<file path="src/rtc_cfg.svh">
// Offsets, field positions, reset values and timing for the clock core.
// Assumes inclusion by bare name from the core file and the test bench.
`ifndef RTC_CFG_SVH
`define RTC_CFG_SVH

// System clock rate and the timekeeping step
`define RTC_CLK_HZ      40000000
`define RTC_TICK_MS     10
// Serial access lengths
`define RTC_SEQ_LEN     64
`define RTC_PTR_W       6
// Register indices in serial order
`define RTC_REG_HUND    3'h0
`define RTC_REG_SEC     3'h1
`define RTC_REG_MIN     3'h2
`define RTC_REG_HOUR    3'h3
`define RTC_REG_DAY     3'h4
`define RTC_REG_DATE    3'h5
`define RTC_REG_MON     3'h6
`define RTC_REG_YEAR    3'h7
// Field positions
`define RTC_HR_MODE_BIT 7
`define RTC_HR_PM_BIT   5
`define RTC_DAY_RMSK    4
`define RTC_DAY_OSC     5
// Implemented bits per register (others read zero)
`define RTC_MASK_HUND   8'hFF
`define RTC_MASK_SEC    8'h7F
`define RTC_MASK_MIN    8'h7F
`define RTC_MASK_HOUR   8'hBF
`define RTC_MASK_DAY    8'h37
`define RTC_MASK_DATE   8'h3F
`define RTC_MASK_MON    8'h1F
`define RTC_MASK_YEAR   8'hFF
// Reset values
`define RTC_RST_ZERO    8'h00
`define RTC_RST_ONE     8'h01
`define RTC_RST_DAY     8'h31

`endif

</file>
<file path="src/rtc_pkg.sv">
// Types shared by the clock core.
// Assumes rtc_cfg.svh is on the include path.
`default_nettype none
package rtc_pkg;
  // Bus pins sampled together
  typedef struct packed {
    logic ce_n;
    logic oe_n;
    logic we_n;
    logic dq;
    logic rst_n;
  } rtc_pins_t;
  // Serial access sequencer states
  typedef enum logic [1:0] {
    ST_IDLE  = 2'b00,
    ST_MATCH = 2'b01,
    ST_XFER  = 2'b10
  } rtc_state_t;
endpackage
`default_nettype wire

</file>
<file path="src/rtc_ctrl.sv">
// Timekeeping core reached through pattern-unlocked serial access.
// Assumes asynchronous SRAM-style pins, sampled on CLK_SYS.
//
// What this block does
// - Hours bit 7 selects 12 or 24 hour
// - 12-hour: hours bit 5 is PM flag
// - 24-hour: hours bit 5 is tens-of-twenty
// - Mask bit set ignores external reset pin
// - Mask clear: reset pin aborts, data kept
// - Stop bit set halts the oscillator
// - Stop bit clear advances time normally
// - Mask and stop bits set after reset
// - Unused bits of registers 1-6 read zero
// - Read then 64 matching writes unlock
// - Mismatch stalls; any read outside a transfer restarts pointer
// - Then 64 cycles move clock data, memory inhibited
// - Eight BCD bytes, LSB first, whole bytes
`include "rtc_cfg.svh"
`default_nettype none

module rtc_ctrl
  import rtc_pkg::*;
#(
  // Unlock pattern, value arbitrary
  parameter logic [63:0] UNLOCK_PAT = 64'h5A3C_96F0_0FC3_A569,
  // System cycles per 10 ms time step
  parameter int          TICK_CYC   =
    `RTC_CLK_HZ / 1000 * `RTC_TICK_MS
)(
  input  wire logic CLK_SYS,
  input  wire logic RESET_N,
  input  wire logic CE_N,
  input  wire logic OE_N,
  input  wire logic WE_N,
  input  wire logic SDL_I,
  input  wire logic EXT_RST_N,
  output logic      SDL_O,
  output logic      SDL_OE,
  output logic      MEM_INHIBIT,
  output logic      OSC_RUN
);

  localparam logic [7:0] MASK [8] = '{
    `RTC_MASK_HUND, `RTC_MASK_SEC, `RTC_MASK_MIN, `RTC_MASK_HOUR,
    `RTC_MASK_DAY, `RTC_MASK_DATE, `RTC_MASK_MON, `RTC_MASK_YEAR};

  logic [1:0]     rst_pipe;     // Reset release pair
  logic           rst_n_q;      // Synchronised reset
  rtc_pins_t      pin_raw;      // Pins gathered
  rtc_pins_t      pin_m;        // First sync stage
  rtc_pins_t      pin_s;        // Second sync stage
  logic           act;          // Access active now
  logic           act_reg;      // Access active before
  logic           wr_seen_reg;  // Write strobe seen
  logic           dbit_reg;     // Last written data bit
  logic           cyc_end;      // Access just ended
  logic           wr_end;       // Write ended
  logic           rd_end;       // Read ended
  logic           abort;        // Pin reset honoured
  rtc_state_t     state_reg;    // Sequencer state
  rtc_state_t     state_next;   // Its next value
  logic [`RTC_PTR_W-1:0] ptr_reg; // Bit pointer
  logic [63:0]    snap_reg;     // Read image
  logic [6:0]     wsh_reg;      // Byte being written
  logic [7:0]     time_reg [8]; // Time registers
  logic [7:0]     tk [8];       // Stepped time
  logic [31:0]    tick_cnt_reg; // Step divider
  logic           tick;         // Step pulse
  logic           osc_stop;     // Oscillator stop bit

  // Release system reset through two flops
  always_ff @(posedge CLK_SYS or negedge RESET_N) begin
    if (!RESET_N) begin
      rst_pipe <= 2'b00;
    end else begin
      rst_pipe <= {rst_pipe[0], 1'b1};
    end
  end
  assign rst_n_q = rst_pipe[1];

  // Two-flop synchronisers on all pins
  assign pin_raw = '{CE_N, OE_N, WE_N, SDL_I, EXT_RST_N};
  always_ff @(posedge CLK_SYS or negedge rst_n_q) begin
    if (!rst_n_q) begin
      pin_m <= 5'h1F;
      pin_s <= 5'h1F;
    end else begin
      pin_m <= pin_raw;
      pin_s <= pin_m;
    end
  end

  // Access framing from chip enable and strobes
  assign act     = !pin_s.ce_n && (!pin_s.we_n || !pin_s.oe_n);
  assign cyc_end = act_reg && !act;
  assign wr_end  = cyc_end && wr_seen_reg;
  assign rd_end  = cyc_end && !wr_seen_reg;
  assign osc_stop = time_reg[`RTC_REG_DAY][`RTC_DAY_OSC];
  assign abort = !time_reg[`RTC_REG_DAY][`RTC_DAY_RMSK]
                 && !pin_s.rst_n;

  // Track access, write strobe and data bit
  always_ff @(posedge CLK_SYS or negedge rst_n_q) begin
    if (!rst_n_q) begin
      act_reg     <= 1'b0;
      wr_seen_reg <= 1'b0;
      dbit_reg    <= 1'b0;
    end else begin
      act_reg <= act;
      if (!act_reg && act) begin
        wr_seen_reg <= !pin_s.we_n;
      end else if (act && !pin_s.we_n) begin
        wr_seen_reg <= 1'b1;
      end
      // Latest level before the strobe rises
      if (act && !pin_s.we_n) begin
        dbit_reg <= pin_s.dq;
      end
    end
  end

  // Sequencer next state
  always_comb begin
    state_next = state_reg;
    case (state_reg)
      ST_IDLE: begin
        if (rd_end) begin
          state_next = ST_MATCH;
        end
      end
      ST_MATCH: begin
        if (rd_end) begin
          state_next = ST_MATCH;
        end else if (wr_end && dbit_reg != UNLOCK_PAT[ptr_reg]) begin
          state_next = ST_IDLE;
        end else if (wr_end && &ptr_reg) begin
          state_next = ST_XFER;
        end
      end
      ST_XFER: begin
        if (cyc_end && &ptr_reg) begin
          state_next = ST_IDLE;
        end
      end
      default: begin
        state_next = ST_IDLE;
      end
    endcase
    if (abort) begin
      state_next = ST_IDLE;
    end
  end

  // State and bit pointer
  always_ff @(posedge CLK_SYS or negedge rst_n_q) begin
    if (!rst_n_q) begin
      state_reg <= ST_IDLE;
      ptr_reg   <= '0;
    end else begin
      state_reg <= state_next;
      if (abort || state_next != state_reg || rd_end
          && state_reg != ST_XFER) begin
        ptr_reg <= '0;
      end else if (state_reg == ST_MATCH && wr_end
                   || state_reg == ST_XFER && cyc_end) begin
        ptr_reg <= ptr_reg + 1'b1;
      end
    end
  end

  // Snapshot on unlock, byte shifter, data out
  always_ff @(posedge CLK_SYS or negedge rst_n_q) begin
    if (!rst_n_q) begin
      snap_reg    <= '0;
      wsh_reg     <= '0;
      SDL_O       <= 1'b0;
      SDL_OE      <= 1'b0;
      MEM_INHIBIT <= 1'b0;
      OSC_RUN     <= 1'b0;
    end else begin
      if (state_reg == ST_MATCH && state_next == ST_XFER) begin
        snap_reg <= {time_reg[7], time_reg[6], time_reg[5],
                     time_reg[4], time_reg[3], time_reg[2],
                     time_reg[1], time_reg[0]};
      end
      if (state_reg == ST_XFER && wr_end) begin
        wsh_reg <= {dbit_reg, wsh_reg[6:1]};
      end
      SDL_OE <= state_next == ST_XFER && act && pin_s.we_n
                && !pin_s.oe_n;
      SDL_O  <= snap_reg[ptr_reg];
      MEM_INHIBIT <= state_next == ST_XFER;
      OSC_RUN     <= !osc_stop;
    end
  end

  // Step divider for 10 ms time steps
  always_ff @(posedge CLK_SYS or negedge rst_n_q) begin
    if (!rst_n_q) begin
      tick_cnt_reg <= '0;
    end else if (tick || osc_stop) begin
      tick_cnt_reg <= '0;
    end else begin
      tick_cnt_reg <= tick_cnt_reg + 32'h1;
    end
  end
  assign tick = tick_cnt_reg == 32'(TICK_CYC - 1);

  // BCD increment with wrap, carry in bit 8
  function automatic logic [8:0] bump(logic [7:0] v, logic [7:0] lim,
                                      logic [7:0] base);
    if (v >= lim) begin
      bump = {1'b1, base};
    end else if (v[3:0] >= 4'h9) begin
      bump = {1'b0, v[7:4] + 4'h1, 4'h0};
    end else begin
      bump = {1'b0, v + 8'h01};
    end
  endfunction

  // Days in month with four-year leap rule
  function automatic logic [7:0] dim(logic [7:0] m, logic [7:0] y);
    logic leap;
    leap = y[4] ? (y[3:0] == 4'h2 || y[3:0] == 4'h6)
                : (y[3:0] == 4'h0 || y[3:0] == 4'h4 || y[3:0] == 4'h8);
    case (m)
      8'h02:   dim = leap ? 8'h29 : 8'h28;
      8'h04, 8'h06, 8'h09, 8'h11: dim = 8'h30;
      default: dim = 8'h31;
    endcase
  endfunction

  // Carry chain for one time step
  always_comb begin
    logic [8:0] r;
    logic       cy;
    logic [4:0] h;
    r  = '0;
    h  = time_reg[3][4:0];
    tk = time_reg;
    cy = tick && !osc_stop;
    if (cy) begin
      r = bump(time_reg[0], 8'h99, 8'h00);
      tk[0] = r[7:0];
      cy = r[8];
    end
    if (cy) begin
      r = bump(time_reg[1], 8'h59, 8'h00);
      tk[1] = r[7:0];
      cy = r[8];
    end
    if (cy) begin
      r = bump(time_reg[2], 8'h59, 8'h00);
      tk[2] = r[7:0];
      cy = r[8];
    end
    if (cy) begin
      if (time_reg[3][`RTC_HR_MODE_BIT]) begin
        cy = h == 5'h11 && time_reg[3][`RTC_HR_PM_BIT];
        if (h == 5'h11) begin
          tk[3][`RTC_HR_PM_BIT] = !time_reg[3][`RTC_HR_PM_BIT];
        end
        tk[3][4:0] = h == 5'h12 ? 5'h01 : 5'(bump({3'h0, h},
                     8'h12, 8'h01));
      end else begin
        r = bump({2'b00, time_reg[3][5:0]}, 8'h23, 8'h00);
        tk[3][5:0] = r[5:0];
        cy = r[8];
      end
    end
    if (cy) begin
      tk[4][2:0] = time_reg[4][2:0] >= 3'h7 ? 3'h1
                   : time_reg[4][2:0] + 3'h1;
      r = bump(time_reg[5], dim(time_reg[6], time_reg[7]), 8'h01);
      tk[5] = r[7:0];
      cy = r[8];
    end
    if (cy) begin
      r = bump(time_reg[6], 8'h12, 8'h01);
      tk[6] = r[7:0];
      cy = r[8];
    end
    if (cy) begin
      r = bump(time_reg[7], 8'h99, 8'h00);
      tk[7] = r[7:0];
    end
  end

  // Time registers, stepped or written bytewise
  genvar gi;
  generate
    for (gi = 0; gi < 8; gi++) begin : g_reg
      always_ff @(posedge CLK_SYS or negedge rst_n_q) begin
        if (!rst_n_q) begin
          time_reg[gi] <= gi == 4 ? `RTC_RST_DAY
                        : (gi == 5 || gi == 6) ? `RTC_RST_ONE
                        : `RTC_RST_ZERO;
        end else if (state_reg == ST_XFER && wr_end && !abort
                     && ptr_reg == 6'(gi * 8 + 7)) begin
          time_reg[gi] <= {dbit_reg, wsh_reg} & MASK[gi];
        end else begin
          time_reg[gi] <= tk[gi] & MASK[gi];
        end
      end
    end
  endgenerate
endmodule
`default_nettype wire

</file>
<file path="config.mk">
export PLATFORM = sky130hd
export DESIGN_NAME = rtc_ctrl
export DESIGN_NICKNAME = d
export VERILOG_FILES = /design/src/rtc_pkg.sv /design/src/rtc_ctrl.sv
export VERILOG_INCLUDE_DIRS = /design/src
export SDC_FILE = /design/constraint.sdc
export NUM_CORES = 1
export LEC_CHECK = 0
export BUFFER_PORTS_ARGS = -buffer_cell sky130_fd_sc_hd__buf_2
export CAP_MARGIN = 0
export CORE_ASPECT_RATIO = 0.75
export CORE_UTILIZATION = 39
export DETAILED_ROUTE_END_ITERATION = 12
export GPL_TIMING_DRIVEN = 0
export REMOVE_ABC_BUFFERS = 1
export SLEW_MARGIN = 20
export SYNTH_ARGS = -nofsm -noshare
export SYNTH_HDL_FRONTEND = slang
export SYNTH_SLANG_ARGS = --single-unit
</file>
<file path="constraint.sdc">
create_clock -name CLK_SYS -period 6.1 [get_ports CLK_SYS]
set_input_delay 0.61 -clock CLK_SYS [delete_from_list [all_inputs] [get_ports CLK_SYS]]
set_output_delay 0.61 -clock CLK_SYS [all_outputs]
set_load 0.005 [all_outputs]
</file>
After elaboration in Yosys (flattened, before gate mapping)
Memory sizes are Yosys's and may differ from the RTL's.
Cells that the tools add are included.
{ "classes": {"eq_ne": 27, "order_cmp": 17, "n_mux": 61, "n_reduce_logical": 63, "n_addsub": 19} }
{ "op_table": {"columns": ["op", "n"], "rows": [
  ["two-way mux 8 bit", 12],
  ["two-way mux 9 bit", 6],
  ["two-way mux 6 bit", 6],
  ["two-way mux 7 bit", 5],
  ["adder 32 x 1 -> 32 bit (second input constant)", 1],
  ["equality test 32 x 19 -> 1 bit (second input constant)", 1],
  ["two-way mux 32 bit", 1],
  ["logical AND 1 bit", 29],
  ["greater-or-equal comparator 4 bit (second input constant)", 7],
  ["two-way mux 5 bit", 5],
  ["adder 8 x 1 -> 8 bit (second input constant)", 3],
  ["equality test 6 bit (second input constant)", 4],
  ["nonzero test 2 bit", 10],
  ["adder 7 x 1 -> 8 bit (second input constant)", 2],
  ["greater-or-equal comparator 8 bit (second input constant)", 2],
  ["equality test 5 bit (second input constant)", 3],
  ["greater-or-equal comparator 7 bit (second input constant)", 2],
  ["two-way mux 1 bit", 14],
  ["adder 4 x 1 -> 4 bit (second input constant)", 3],
  ["equality test 6 x 5 -> 1 bit (second input constant)", 2],
  ["two-way mux 2 bit", 6],
  ["zero test 1 bit", 11],
  ["two-way mux 11 bit", 1],
  ["equality test 5 x 3 -> 1 bit (second input constant)", 2],
  ["37 further kinds", 49]
]} }
{ "totals": {"register_bits": 189, "word_cells": 225, "mem_count": 1, "output_inout_bits": 4, "rom_bits": 64} }
{ "memory_table": {"columns": ["memory", "depth", "width", "rd", "rd_ports_with_merged_regs", "wr", "line_no", "rtl"], "rows": [
  ["(name not given)", 64, 1, 1, 0, 0, "rtc_ctrl.sv:134", "end else if (wr_end && dbit_reg != UNLOCK_PAT[ptr_reg]) begin"]
]} }

Longest topological paths before layout
{ "depth": {"word_depth": 16, "ltp_mapped": 14} }

Least setup slack after synthesis
Ideal clock, no wire load.
{ "synth_timing": {"path_kind": "register to register", "startpoint": "reg time_reg[0] (netlist bit)", "endpoint": "reg time_reg[9] (netlist bit)", "arrival_ns": 2.788, "path_slack_ns": 3.243, "stages_incl_launch_ff": 14, "n_path_buf": 0, "required_time_ns": 6.031, "period_less_slack_ns": 2.857, "cell_sequence": "dfrtp_1 -> inv_1 -> ha_1 -> nand3b_1 -> o21ai_0 -> a2111oi_0 -> a31oi_1 -> ha_1 -> nor4b_1 -> o211ai_1 -> and2_1 -> nand4_1 -> or4b_2 -> nand3_1"} }
{ "synth_via": {"elab_chain_len": 11, "elab_cells_between_ends": 16, "classes_between": "1 x order compare; 4 x eq/ne; 6 x mux; 5 x reduce/logical"} }
{ "synth_lines": {"columns": ["item", "line_no", "rtl"], "rows": [
  ["start, declared", "rtc_ctrl.sv:65", "logic [7:0] time_reg [8];"],
  ["start signal, assigned by index", "rtc_ctrl.sv:295", "time_reg[gi] <= gi == 4 ? `RTC_RST_DAY"],
  ["start signal, assigned by index", "rtc_ctrl.sv:300", "time_reg[gi] <= {dbit_reg, wsh_reg} & MASK[gi];"],
  ["start signal, assigned by index", "rtc_ctrl.sv:302", "time_reg[gi] <= tk[gi] & MASK[gi];"],
  ["equality test 4 x 3 -> 1 bit or zero test 4 bit (tied branches)", "rtc_ctrl.sv:225", ": (y[3:0] == 4'h0 || y[3:0] == 4'h4 || y[3:0] == 4'h8);"],
  ["logical OR 1 bit (2 in series)", "rtc_ctrl.sv:225", null],
  ["two-way mux 1 bit (*)", "rtc_ctrl.sv:224", "leap = y[4] ? (y[3:0] == 4'h2 || y[3:0] == 4'h6)"],
  ["two-way mux 1 bit (*)", "rtc_ctrl.sv:227", "8'h02: dim = leap ? 8'h29 : 8'h28;"],
  ["one-hot mux 5 bit (2 select lines) (*)", "rtc_ctrl.sv:226", "case (m)"],
  ["two-way mux 8 bit (*)", "rtc_ctrl.sv:271", "if (cy) begin"],
  ["greater-or-equal comparator 8 bit (*)", "rtc_ctrl.sv:212", "if (v >= lim) begin"],
  ["two-way mux 9 bit (*)", "rtc_ctrl.sv:212", null],
  ["two-way mux 1 bit (*)", "rtc_ctrl.sv:271", null],
  ["nonzero test 2 bit (no source line) (*)", null, null]
]} }
Mark *: on every way between the ends. The rest lies on a longest branch, timed or not. The select of a mux whose other input is x is not followed.
A chain may end at the register's enable or synchronous reset.

Final worst setup path
Same ends and word-level chain as after synthesis.

==> impl_metrics.env <==
export IMPL_hold_path_cell_count=1
export IMPL_final_area_um2=10700
export IMPL_rsz0062_at_grt="no"
export IMPL_areaGrowthSynthToFinish_pct=10.5
export IMPL_routed_wirelength_um=23800
export IMPL_synth_area_per_cell_um2=10.2
export IMPL_cts_buffers_inserted=17
export IMPL_grtUsageTotal=0.197
export IMPL_pre_cts_slack_ns=2.18
export IMPL_layout_setup_ws_ns=2.05
export IMPL_slew_headroom=0.280
export IMPL_hold_path_end="pin_m[4]$_DFF_PN1_"
export IMPL_utilization=0.443
export IMPL_critPathKind="flip-flop to flip-flop"
export IMPL_setup_viol=0
export IMPL_cts_root_buf="clkbuf_16"
export IMPL_grt_pass1_wl_um=39200
export IMPL_critPathArrivalTime_ns=4.41
export IMPL_core_area_um2=24200
export IMPL_drt_iter0_markers=585
export IMPL_ys_flop_type="dfrtp_1"
export IMPL_yosys_warnings=0
export IMPL_setup_tns_ns=0
export IMPL_cp_data_required_time_ns=6.46
export IMPL_ios=11
export IMPL_fmax_ghz=0.247
export IMPL_fin_cells=1291
export IMPL_synth_edf_count=0
export IMPL_reg2reg_to="time_reg[9]$_DFFE_PN0P_"
export IMPL_end_kind="flip-flop"
export IMPL_num_antenna_cells=0
export IMPL_dp_hpwl_um=16500
export IMPL_nets=997
export IMPL_power_density_nw_per_um2=213
export IMPL_grt_max_degree=47
export IMPL_slew_violations=0
export IMPL_clockBufferDepth=2
export IMPL_hold_path_class="input port to flip-flop"
export IMPL_tritoncts="done"
export IMPL_path_max_fanout=13
export IMPL_post_cts_repair_setup_buffers=0
export IMPL_regToRegSetupSlack_ns=2.05
export IMPL_die_area_um2=25500
export IMPL_clkTransAtPathRegs_ns=0.07
export IMPL_floorplan_die_height_um=139
export IMPL_grt_overflow_total=0
export IMPL_synth_cells=953
export IMPL_outcome="finished clean"
export IMPL_drc=0
export IMPL_largest_reg_flops=53
export IMPL_drv_cap=0
export IMPL_worstHoldStart="CE_N"
export IMPL_routedWlPerCell_um=18.4
export IMPL_synthArstFlopShare=1.00
export IMPL_min_period_ns=4.05
export IMPL_initial_core_util=0.401
export IMPL_drive_gt1_frac=0.168
export IMPL_vias_per_cell=5.69
export IMPL_place_area_um2=10100
export IMPL_yosysTopAreaCell="dfrtp_1"
export IMPL_clock_sinks=172
export IMPL_htreeDepth=4
export IMPL_placement_io_buffers=10
export IMPL_ff2ff_path_depth=13
export IMPL_netlist_area_leader_share=0.405
export IMPL_antenna_found_initial=0
export IMPL_ys_seq_elements=172
export IMPL_die_x_um=184
export IMPL_syn_area_um2=9710
export IMPL_power_total_mw=2.29
export IMPL_finalCritPeriodShare=0.664
export IMPL_tightest_slew_ns=1.07
export IMPL_grt_pass1_vias=6965
export IMPL_hold_viol_final=0
export IMPL_first_pass_iters=5
export IMPL_critPathLaunchType="flip-flop"
export IMPL_vias=7347
export IMPL_synth_area_top_cells="dfrtp_1, mux2_2, ha_1, dfstp_2, nor2_1"
export IMPL_yosysUniqueCellTypes=78
export IMPL_dp_cells=1258
export IMPL_row_count=49
export IMPL_p_leak_nw=4.68
export IMPL_clk_latency_ns=0.44
export IMPL_timing_hold_ws_ns=0.266
export IMPL_worstReg2RegStart="time_reg[0]$_DFFE_PN0P_"
export IMPL_clock_skew_ns=0.0138
export IMPL_ys_seq_area_frac=0.445
export IMPL_place_gp_congestion=0.862
export IMPL_ir_drop_mv=0.184
export IMPL_ant_nets=0
[placed cells by master (no fill, tap or decap), types with 10 or more instances in the layout]
master / count
clkbuf_16: 17
mux2_2: 63
and3_1: 12
a31oi_1: 22
mux4_2: 12
nor2b_1: 13
dfstp_2: 15
o31ai_1: 12
nor4_1: 13
nor2_1: 98
buf_2: 10
o211ai_1: 12
nand4_1: 28
xor2_1: 20
dfrtp_1: 154
nand3_1: 41
ha_1: 43
o21ai_0: 42
a21oi_1: 16
nand2_1: 80
inv_1: 33
nor3_1: 16
xnor2_1: 19
[critical path, stage by stage, from the launching register on]
cell and delay (ns):
dfrtp_1 0.43, inv_1 0.12, ha_1 0.22, nand3b_1 0.07, o21ai_0 0.09, a2111oi_0 0.43, a31oi_1 0.16, ha_1 0.32
nor4b_1 0.05, o211ai_1 0.82, and2_1 0.23, nand4_1 0.21, or4b_2 0.70, nand3_1 0.11
[per-layer routing]
metal	vias to the layer above	wire length, um	global-route usage
met5	-	0	0
met4	0	107	0.0377
met3	12	1290	0.0373
met2	198	9920	0.271
met1	3653	12400	0.317
li1	3484	-	-
[power breakdown]
| group | total [mW] | switching, mW | internal (mW) |
|---|---|---|---|
| Clock | 1.07 | 0.463 | 0.608 |
| Combinational | 0.0480 | 0.0316 | 0.0164 |
| Sequential | 1.17 | 0.0169 | 1.15 |
[cell type report]
type                            instances  area (um^2)
Fill cell                            2272        13500
Multi-Input combinational cell        704         5080
Sequential cell                       172         4330
Clock buffer                           24          492
Tap cell                              331          414
Timing Repair Buffer                   17          193
Inverter                               35          131
Clock inverter                          8         85.1
[repair_timing]
action                                 4_1_cts  5_1_grt
endpoints found under the hold margin        2        0
hold buffers                                 1        0
gates resized for setup                      0        0
setup endpoints to repair                    0        0
[cell families after synthesis]
logic type	Yosys count	share of synthesized area
buffers and inverters	77	0.0325
muxes	85	0.112
AOI/OAI and AO/OA	176	0.124
other	1	0.000386
DFF	172	0.445
adders and majority gates	43	0.0554
xor gates and xnor gates	39	0.0352
and+or+nand+nor	360	0.195
[worst max path at each step]
| stage | start | to | slack (ns) | cells after the start |
|---|---|---|---|---|
| 6_report | time_reg[0]$_DFFE_PN0P_ | time_reg[9]$_DFFE_PN0P_ | 2.05 | 13 |
| 5_1_grt | time_reg[0]$_DFFE_PN0P_ | time_reg[9]$_DFFE_PN0P_ | 1.82 | 13 |
| 4_1_cts | time_reg[0]$_DFFE_PN0P_ | time_reg[9]$_DFFE_PN0P_ | 2.09 | 13 |
| 3_5_place_dp | time_reg[0]$_DFFE_PN0P_ | time_reg[9]$_DFFE_PN0P_ | 2.18 | 13 |
| 3_3_place_gp | rst_pipe[1]$_DFF_PN0_ | snap_reg[25]$_DFFE_PN0P_ | -1.22 | 0 |
| 2_1_floorplan | rst_pipe[1]$_DFF_PN0_ | MEM_INHIBIT$_DFF_PN0_ | 0.98 | 0 |
[Yosys cell counts, types with 8 or more instances]
master      n
o31ai_1    12
a21oi_1    17
nand3_1    41
nand4_1    28
dfrtp_1   157
nor4_1     13
o21a_1      9
nor2_1     98
mux2i_1     9
nor3_1     16
o21ai_0    42
o211ai_1   12
and3_1     12
buf_2      12
inv_1      33
clkbuf_1   20
nor2b_1    13
mux4_2     12
nor4b_1     9
buf_1       8
a31oi_1    22
ha_1       43
dfstp_2    15
mux2_2     63
xor2_1     20
xnor2_1    19
nand2_1    80
No activity file was read; power rests on OpenSTA's default activity.
